<file path="src/rtl/uer_pkg.sv">
package uer_pkg;
    // register word indices on the plain port
    localparam int        ADDR_W          = 5;
    localparam logic [4:0] OFS_ERR_FLAGS  = 5'h00;
    localparam logic [4:0] OFS_ERR_EN     = 5'h01;
    localparam logic [4:0] OFS_PWM_CTRL   = 5'h02;
    localparam logic [4:0] OFS_MAIN_STAT  = 5'h03;
    localparam logic [4:0] OFS_EP_BASE    = 5'h10;
    localparam int        DATA_W          = 16;
    localparam int        NUM_EP          = 16;
    // error flag positions
    localparam int        BIT_PID         = 0;
    localparam int        BIT_CRC5_EOF    = 1;
    localparam int        BIT_CRC16       = 2;
    localparam int        BIT_PARTIAL     = 3;
    localparam int        BIT_TURNAROUND  = 4;
    localparam int        BIT_OVERRUN     = 5;
    localparam int        BIT_STUFF       = 7;
    localparam logic [7:0] ERR_IMPL_MASK  = 8'hbf;
    // endpoint control fields
    localparam int        EP_HSHK         = 0;
    localparam int        EP_STALL        = 1;
    localparam int        EP_TX           = 2;
    localparam int        EP_RX           = 3;
    localparam int        EP_SETUP_BLK    = 4;
    localparam int        EP_RETRY_DIS    = 6;
    localparam int        EP_LOW_SPEED    = 7;
    localparam logic [7:0] EP_IMPL_MASK   = 8'h1f;
    localparam logic [7:0] EP0_HOST_MASK  = 8'hc0;
    // pwm control fields
    localparam int        PWM_CNT_BIT     = 8;
    localparam int        PWM_POL_BIT     = 9;
    localparam int        PWM_ON_BIT      = 15;
    localparam logic [15:0] PWM_IMPL_MASK = 16'h8300;
    // main status: summary error bit
    localparam int        MAIN_ERR_BIT    = 1;
    localparam logic [7:0] RST_BYTE       = 8'h00;
    localparam logic [15:0] RST_WORD      = 16'h0000;
endpackage

</file>
<file path="src/rtl/uer_regs.sv">
// Local design decisions: strobed register access and the register addresses.
`timescale 1ns/1ps
// Notes on behaviour
// - bit 7 flags bit stuffing violation
// - bit 5 flags byte count overrun, truncate
// - bit 4 flags turnaround time-out
// - bit 3 flags non-integral data field
// - bit 2 flags data CRC16 failure
// - device role: bad token CRC rejected, bit 1
// - host role: bit 1 is end-of-frame error
// - bit 0 flags PID check failure
// - write one clears flag; 15:8 read zero
// - per-flag enable bits, reset zero
// - enable bit 1 follows current role
// - summary flag is OR of enabled flags
// - sixteen endpoint registers, upper byte zero
// - bit 4 blocks SETUP only when bidirectional
// - bit 3 enables rx, bit 2 tx
// - bit 1 shows endpoint stalled
// - bit 0 enables handshakes
// - ep0 bit 7 host low-speed direct
// - ep0 bit 6 disables NAK retry
// - bits 7:6 only ep0, host role
// - pwm disabled holds idle level
// - bit 9 selects active-low output
// - bit 8 runs counter independently
module uer_regs #(
    parameter int PWM_CNT_W = 8
) (
    input  wire logic                        CLK_I,
    input  wire logic                        RESET_I,
    input  wire logic                        CE_I,
    input  wire logic [uer_pkg::ADDR_W-1:0]  ADDR_I,
    input  wire logic [uer_pkg::DATA_W-1:0]  WDATA_I,
    input  wire logic                        WR_I,
    input  wire logic                        RD_I,
    output logic      [uer_pkg::DATA_W-1:0]  RDATA_O,
    input  wire logic                        HOST_ROLE_I,
    input  wire logic                        BIT_STUFF_ERR_I,
    input  wire logic                        BUFFER_OVERRUN_ERR_I,
    input  wire logic                        TURNAROUND_TIMEOUT_I,
    input  wire logic                        PARTIAL_BYTE_ERR_I,
    input  wire logic                        DATA_CRC_FAIL_I,
    input  wire logic                        TOKEN_CRC_FAIL_I,
    input  wire logic                        END_OF_FRAME_ERR_I,
    input  wire logic                        PID_CHECK_FAIL_I,
    input  wire logic [3:0]                  RX_EP_I,
    input  wire logic                        EP_STALL_SET_I,
    input  wire logic [3:0]                  EP_STALL_EP_I,
    output logic                             TOKEN_REJECT_O,
    output logic                             RX_TRUNCATE_O,
    output logic                             ERROR_SUMMARY_IRQ_FLAG_O,
    output logic      [uer_pkg::NUM_EP-1:0]  ENDPOINT_RX_EN_O,
    output logic      [uer_pkg::NUM_EP-1:0]  ENDPOINT_TX_EN_O,
    output logic      [uer_pkg::NUM_EP-1:0]  SETUP_ALLOWED_O,
    output logic      [uer_pkg::NUM_EP-1:0]  ENDPOINT_HANDSHAKE_EN_O,
    output logic      [uer_pkg::NUM_EP-1:0]  ENDPOINT_STALLED_O,
    output logic                             LOW_SPEED_DIRECT_O,
    output logic                             NAK_RETRY_DISABLE_O,
    output logic                             VBUS_PWM_O,
    output logic      [PWM_CNT_W-1:0]        VBUS_PWM_COUNT_O
);
    import uer_pkg::*;

    logic [7:0]          err_flags_reg;
    logic [7:0]          err_en_reg;
    logic [7:0]          err_event;
    logic [7:0]          ep_reg [NUM_EP];
    logic [15:0]         pwm_ctrl_reg;
    logic [PWM_CNT_W-1:0] pwm_cnt_reg;
    logic                pwm_out_reg;
    logic                host_s1_reg;
    logic                host_reg;
    logic [DATA_W-1:0]   rdata_next;
    logic                summary;
    logic                wr_flags;
    logic                wr_en;
    logic                wr_pwm;
    logic                ep_sel;
    logic [3:0]          ep_idx;

    // error events arrive from the serial engine on the same clock
    always_comb begin
        err_event                 = 8'h00;
        err_event[BIT_STUFF]      = BIT_STUFF_ERR_I;
        err_event[BIT_OVERRUN]    = BUFFER_OVERRUN_ERR_I;
        err_event[BIT_TURNAROUND] = TURNAROUND_TIMEOUT_I;
        err_event[BIT_PARTIAL]    = PARTIAL_BYTE_ERR_I;
        err_event[BIT_CRC16]      = DATA_CRC_FAIL_I;
        // one flag bit shared by both roles, chosen by role
        err_event[BIT_CRC5_EOF]   = host_reg ? END_OF_FRAME_ERR_I
                                             : TOKEN_CRC_FAIL_I;
        err_event[BIT_PID]        = PID_CHECK_FAIL_I;
    end

    // role pin may be a strap from another domain
    always_ff @(posedge CLK_I) begin
        if (RESET_I) begin
            host_s1_reg <= 1'b0;
            host_reg    <= 1'b0;
        end else if (CE_I) begin
            host_s1_reg <= HOST_ROLE_I;
            host_reg    <= host_s1_reg;
        end
    end

    assign wr_flags = WR_I && (ADDR_I == OFS_ERR_FLAGS);
    assign wr_en    = WR_I && (ADDR_I == OFS_ERR_EN);
    assign wr_pwm   = WR_I && (ADDR_I == OFS_PWM_CTRL);
    assign ep_sel   = (ADDR_I[4] == OFS_EP_BASE[4]);
    assign ep_idx   = ADDR_I[3:0];

    // combinational reject/truncate pulses go straight back to the engine
    assign TOKEN_REJECT_O = !host_reg && TOKEN_CRC_FAIL_I;
    assign RX_TRUNCATE_O  = BUFFER_OVERRUN_ERR_I;

    // whole-word write clears ones; a new event wins the cycle
    always_ff @(posedge CLK_I) begin
        if (RESET_I) begin
            err_flags_reg <= RST_BYTE;
        end else if (CE_I) begin
            err_flags_reg <= ((err_flags_reg
                              & ~(wr_flags ? WDATA_I[7:0] : 8'h00))
                              | err_event) & ERR_IMPL_MASK;
        end
    end

    always_ff @(posedge CLK_I) begin
        if (RESET_I) begin
            err_en_reg <= RST_BYTE;
        end else if (CE_I && wr_en) begin
            err_en_reg <= WDATA_I[7:0] & ERR_IMPL_MASK;
        end
    end

    // bit 1 enable is role-agnostic storage: it gates whichever
    // error currently owns flag bit 1
    assign summary = |(err_flags_reg & err_en_reg);

    always_ff @(posedge CLK_I) begin
        if (RESET_I) begin
            ERROR_SUMMARY_IRQ_FLAG_O <= 1'b0;
        end else if (CE_I) begin
            ERROR_SUMMARY_IRQ_FLAG_O <= summary;
        end
    end

    // endpoint control registers, one per endpoint number
    genvar g;
    generate
        for (g = 0; g < NUM_EP; g++) begin : g_ep
            localparam logic [7:0] MASK =
                (g == 0) ? (EP_IMPL_MASK | EP0_HOST_MASK) : EP_IMPL_MASK;
            always_ff @(posedge CLK_I) begin
                if (RESET_I) begin
                    ep_reg[g] <= RST_BYTE;
                end else if (CE_I) begin
                    if (WR_I && ep_sel && ep_idx == 4'(g)) begin
                        ep_reg[g] <= WDATA_I[7:0] & MASK;
                    end
                    // stall report from the engine beats a software write
                    if (EP_STALL_SET_I && EP_STALL_EP_I == 4'(g)) begin
                        ep_reg[g][EP_STALL] <= 1'b1;
                    end
                end
            end
            always_ff @(posedge CLK_I) begin
                if (RESET_I) begin
                    ENDPOINT_RX_EN_O[g]        <= 1'b0;
                    ENDPOINT_TX_EN_O[g]        <= 1'b0;
                    SETUP_ALLOWED_O[g]         <= 1'b0;
                    ENDPOINT_HANDSHAKE_EN_O[g] <= 1'b0;
                    ENDPOINT_STALLED_O[g]      <= 1'b0;
                end else if (CE_I) begin
                    ENDPOINT_RX_EN_O[g] <= ep_reg[g][EP_RX];
                    ENDPOINT_TX_EN_O[g] <= ep_reg[g][EP_TX];
                    // setup only meaningful on a bidirectional endpoint
                    SETUP_ALLOWED_O[g]  <= ep_reg[g][EP_RX]
                                        && ep_reg[g][EP_TX]
                                        && !ep_reg[g][EP_SETUP_BLK];
                    ENDPOINT_HANDSHAKE_EN_O[g] <= ep_reg[g][EP_HSHK];
                    ENDPOINT_STALLED_O[g]      <= ep_reg[g][EP_STALL];
                end
            end
        end
    endgenerate

    // host-only options; they stay stored but act only in host role
    always_ff @(posedge CLK_I) begin
        if (RESET_I) begin
            LOW_SPEED_DIRECT_O  <= 1'b0;
            NAK_RETRY_DISABLE_O <= 1'b0;
        end else if (CE_I) begin
            LOW_SPEED_DIRECT_O  <= host_reg && ep_reg[0][EP_LOW_SPEED];
            NAK_RETRY_DISABLE_O <= host_reg && ep_reg[0][EP_RETRY_DIS];
        end
    end

    always_ff @(posedge CLK_I) begin
        if (RESET_I) begin
            pwm_ctrl_reg <= RST_WORD;
        end else if (CE_I && wr_pwm) begin
            pwm_ctrl_reg <= WDATA_I & PWM_IMPL_MASK;
        end
    end

    // free-running counter; period/duty compare lives elsewhere
    always_ff @(posedge CLK_I) begin
        if (RESET_I) begin
            pwm_cnt_reg <= '0;
        end else if (CE_I && pwm_ctrl_reg[PWM_CNT_BIT]) begin
            pwm_cnt_reg <= pwm_cnt_reg + 1'b1;
        end
    end

    // active phase is the upper half of the count as a stand-in
    always_ff @(posedge CLK_I) begin
        if (RESET_I) begin
            pwm_out_reg <= 1'b0;
        end else if (CE_I) begin
            if (!pwm_ctrl_reg[PWM_ON_BIT]) begin
                pwm_out_reg <= pwm_ctrl_reg[PWM_POL_BIT];
            end else begin
                pwm_out_reg <= pwm_cnt_reg[PWM_CNT_W-1]
                             ^ pwm_ctrl_reg[PWM_POL_BIT];
            end
        end
    end
    assign VBUS_PWM_O       = pwm_out_reg;
    assign VBUS_PWM_COUNT_O = pwm_cnt_reg;

    // read mux; ep bits 7:6 hidden unless host role
    always_comb begin
        rdata_next = '0;
        if (ep_sel) begin
            rdata_next[7:0] = ep_reg[ep_idx]
                & ((ep_idx == 4'h0 && host_reg)
                   ? (EP_IMPL_MASK | EP0_HOST_MASK) : EP_IMPL_MASK);
        end else begin
            unique case (ADDR_I)
                OFS_ERR_FLAGS: rdata_next[7:0] = err_flags_reg;
                OFS_ERR_EN:    rdata_next[7:0] = err_en_reg;
                OFS_PWM_CTRL:  rdata_next      = pwm_ctrl_reg;
                OFS_MAIN_STAT: rdata_next[MAIN_ERR_BIT] = summary;
                default:       rdata_next      = '0;
            endcase
        end
    end

    always_ff @(posedge CLK_I) begin
        if (RESET_I) begin
            RDATA_O <= RST_WORD;
        end else if (CE_I) begin
            RDATA_O <= RD_I ? rdata_next : RST_WORD;
        end
    end
endmodule

</file>
<file path="config.mk">
export PLATFORM = sky130hd
export DESIGN_NAME = uer_regs
export DESIGN_NICKNAME = d
export VERILOG_FILES = /design/src/rtl/uer_pkg.sv /design/src/rtl/uer_regs.sv
export SDC_FILE = /design/constraint.sdc
export NUM_CORES = 1
export LEC_CHECK = 0
export ABC_CLOCK_PERIOD_IN_PS = 2400
export BUFFER_PORTS_ARGS = -buffer_cell sky130_fd_sc_hd__buf_4
export CORE_MARGIN = 1.5
export CORE_UTILIZATION = 51
export DETAILED_ROUTE_END_ITERATION = 12
export PLACE_DENSITY = 0.85
export SLEW_MARGIN = 20
export SYNTH_ARGS = -nofsm -noshare
export SYNTH_HDL_FRONTEND = slang
export SYNTH_SLANG_ARGS = --single-unit
export TNS_END_PERCENT = 100
</file>
<file path="constraint.sdc">
create_clock -name CLK_I -period 2.4 [get_ports CLK_I]
set_input_delay 0.72 -clock CLK_I [delete_from_list [all_inputs] [get_ports CLK_I]]
set_output_delay 0.72 -clock CLK_I [all_outputs]
set_load 0.03 [all_outputs]
</file>
==> impl_metrics.ini <==
[outcome]
status = finished, final reports clean

[routing]
via_per_inst = 5.99
wl_per_cell_um = 20.2
vias = 7444
drtIter0Drc = 803
drc = 0
ant_nets = 0
firstDrtPassIters = 7
finalWirelength_mm = 25.2

[sta]
fin_crit_ps = 1940
hold_slack_ps = 462
slew_headroom_pct = 47.1
worst_slew_pin_slew_ps = 786
skew_ps = 21.6
fmax_mhz = 516
report.final.slew_viol_count = 0
grt_setup_unrepaired = false
setup_violations = 0
fin_setup_tns_ps = 0
hold_violations = 0
finalCritPeriodShare_pct = 80.8

[yosys]
synth.area.top_cells = edfxtp_1, dfxtp_1, mux2i_1, nor2_1, nor4_1
syn_area_um2 = 9060
ys_types = 63
ys.flop_type = dfxtp_1
synth_common_cells = dfxtp_1, mux2i_1, nor2_1
seq_area_frac_synth_pct = 54.1
synthCells = 858
synthArstFlopShare_pct = 0
synth_edf_count = 82
yosysWarnings = 0
synth_most_common_cell = dfxtp_1
yosysTopAreaCell = edfxtp_1
synth_top_area_share_pct = 27.2
synth.avg_cell_area_um2 = 10.6
ys_ff_latch = 204

[global_routing]
grt_antenna_before_repair = 0
grt_pass1_wl_mm = 38.5
grt_max_degree = 145
track_usage_pct = 26.9
first_global_vias = 7163
gr-total-overflow = 0

[cells_and_area]
drive_gt1_share_pct = 24.6
final_cell_area_um2 = 11300
antenna-diode-count = 0
fillCellCount = 1315
syn2layout_area_growth_pct = 24.8
final_net_count = 1047
largest_register_ffs = 82

[cts]
cts_made_buffers = 22
clkLatencyLatePin_ps = 510
cts_tree = done
cts_resized = 0
htreeDepth = 1
post_cts_buffers = 0
clockRootBuffer = clkbuf_16
cts_hold_buf = 0
clk_pin_slew_ps = 60
cts.sinks = 204
cts_max_path_buffers = 3

[power_and_ir_drop]
finalPower_w = 0.00868
p_leak_nw = 4.53
p_per_area_nw_per_um2 = 768
peakVddDrop_v = 0.000526

[worst_hold_path]
hp-start = RDATA_O[15]$_SDFFE_PP0P_
hold_depth = 2
hold_class = flop to flop

[floorplanning]
rows = 48
start_util_pct = 52.2
coreArea_um2 = 17400
die-area_um2 = 18600
io_pins = 154
die_h_um = 136
die_w_um = 136

[critical_path]
slowest_delay_ps = 680
timing.rr.start = ep_reg[2][2]$_SDFFCE_PN0P_
critical_path.endpoint_type = flop
cp.depth = 6
startpoint_type = primary input
critPathRequiredTime_ps = 2720
crit_arrival_ps = 2260
crit_type = primary input to flop
cp_max_fo = 12
crit_buf_inv = 2
critPathTopFamily = simple AND/OR/NAND/NOR gates
critPathLaunch = ADDR_I[0]
r2r_cells = 4
worstPathCellList = buf_4, buf_4, nand2_1, nor4_1, nand2_1, o21ai_0
worst_path_max_delay_cell = nor4_1

[placement]
dpl.hpwl_mm = 17.3
gp_congestion = 0.917
port-buffer-count = 139
dpl_cell_area_um2 = 10500

[run]
maxCapViolCount = 0
==> final timing paths <==
path | to | slack (ps)
min | RDATA_O[15]$_SDFFE_PP0P_ | 460
max reg2reg | RDATA_O[2]$_SDFFE_PP0P_ | 530
max | ep_reg[15][1]$_DFFE_PP_ | 460
min reg2reg | RDATA_O[15]$_SDFFE_PP0P_ | 460
==> metrics by stage <==
step           worst slack [ps]  utilization, %  cells
2_1_floorplan               115               -    862
3_3_place_gp               77.7            60.3   1203
3_5_place_dp               44.1            60.3   1203
4_1_cts                     462            65.1   1243
5_1_grt                     367            65.1   1243
6_report                    461            65.1   1243
==> layer usage <==
layer | vias up | track usage [%] | part of all wire, %
met2 | 445 | 44.2 | 48
met3 | 85 | 6.23 | 9.9
met1 | 3506 | 34.5 | 39
met4 | 0 | 10.6 | 3.7
li1 | 3408 | - | -
met5 | - | 0 | 0
==> report_power, final <==
part           leakage (nW)  switching (W)  internal [W]
Sequential             1.78       0.000126       0.00377
Clock                 0.407        0.00141       0.00243
Combinational          2.34       0.000590      0.000357
==> cells in the final DEF, fill, tap and decap left out, types with 6 or more instances in the layout <==
master       n
nor3_1      14
a22oi_1     11
o21ai_0     27
nor2_1      92
o31ai_1      7
nor2b_1      6
mux2i_1    106
nand2_1     57
edfxtp_1    82
dfxtp_1    122
nand4b_1    15
a21oi_1     38
inv_1       13
nand2b_1     7
nand4_1      6
a21o_1       8
nand3_1     19
clkbuf_16   25
o21ai_1      6
nor4_1      39
buf_4      192
and2_1      26
==> worst min-delay path, stage by stage, from the launching register on <==
cell,delay [ps]
dfxtp_1,310
nand2_1,60
a21oi_1,50
==> area by class of cell <==
cell class | instances | area, um2 | share of cell area (%)
Sequential cell | 204 | 4900 | 43.4
Tap cell | 225 | 282 | 2.49
Multi-Input combinational cell | 566 | 3760 | 33.2
Clock inverter | 14 | 215 | 1.90
Inverter | 15 | 56.3 | 0.498
Clock buffer | 26 | 629 | 5.57
Timing Repair Buffer | 193 | 1460 | 12.9
==> cell families (layout without fill, tap and decap cells) <==
| logic type | count (synthesis) | count (layout) | share of synthesized area (%) |
|---|---|---|---|
| AND/OR/NAND/NOR | 309 | 309 | 17.8 |
| flip-flops | 204 | 204 | 54.1 |
| AO/OA/AOI/OAI | 130 | 130 | 9.09 |
| multiplexers | 115 | 115 | 13.6 |
| buffers and inverters | 92 | 248 | 4.58 |
| XOR/XNOR | 6 | 6 | 0.580 |
| adder cells (fa/ha/maj) | 1 | 1 | 0.138 |
| other | 1 | 5 | 0.0414 |
(Power assumes the default switching activity.)
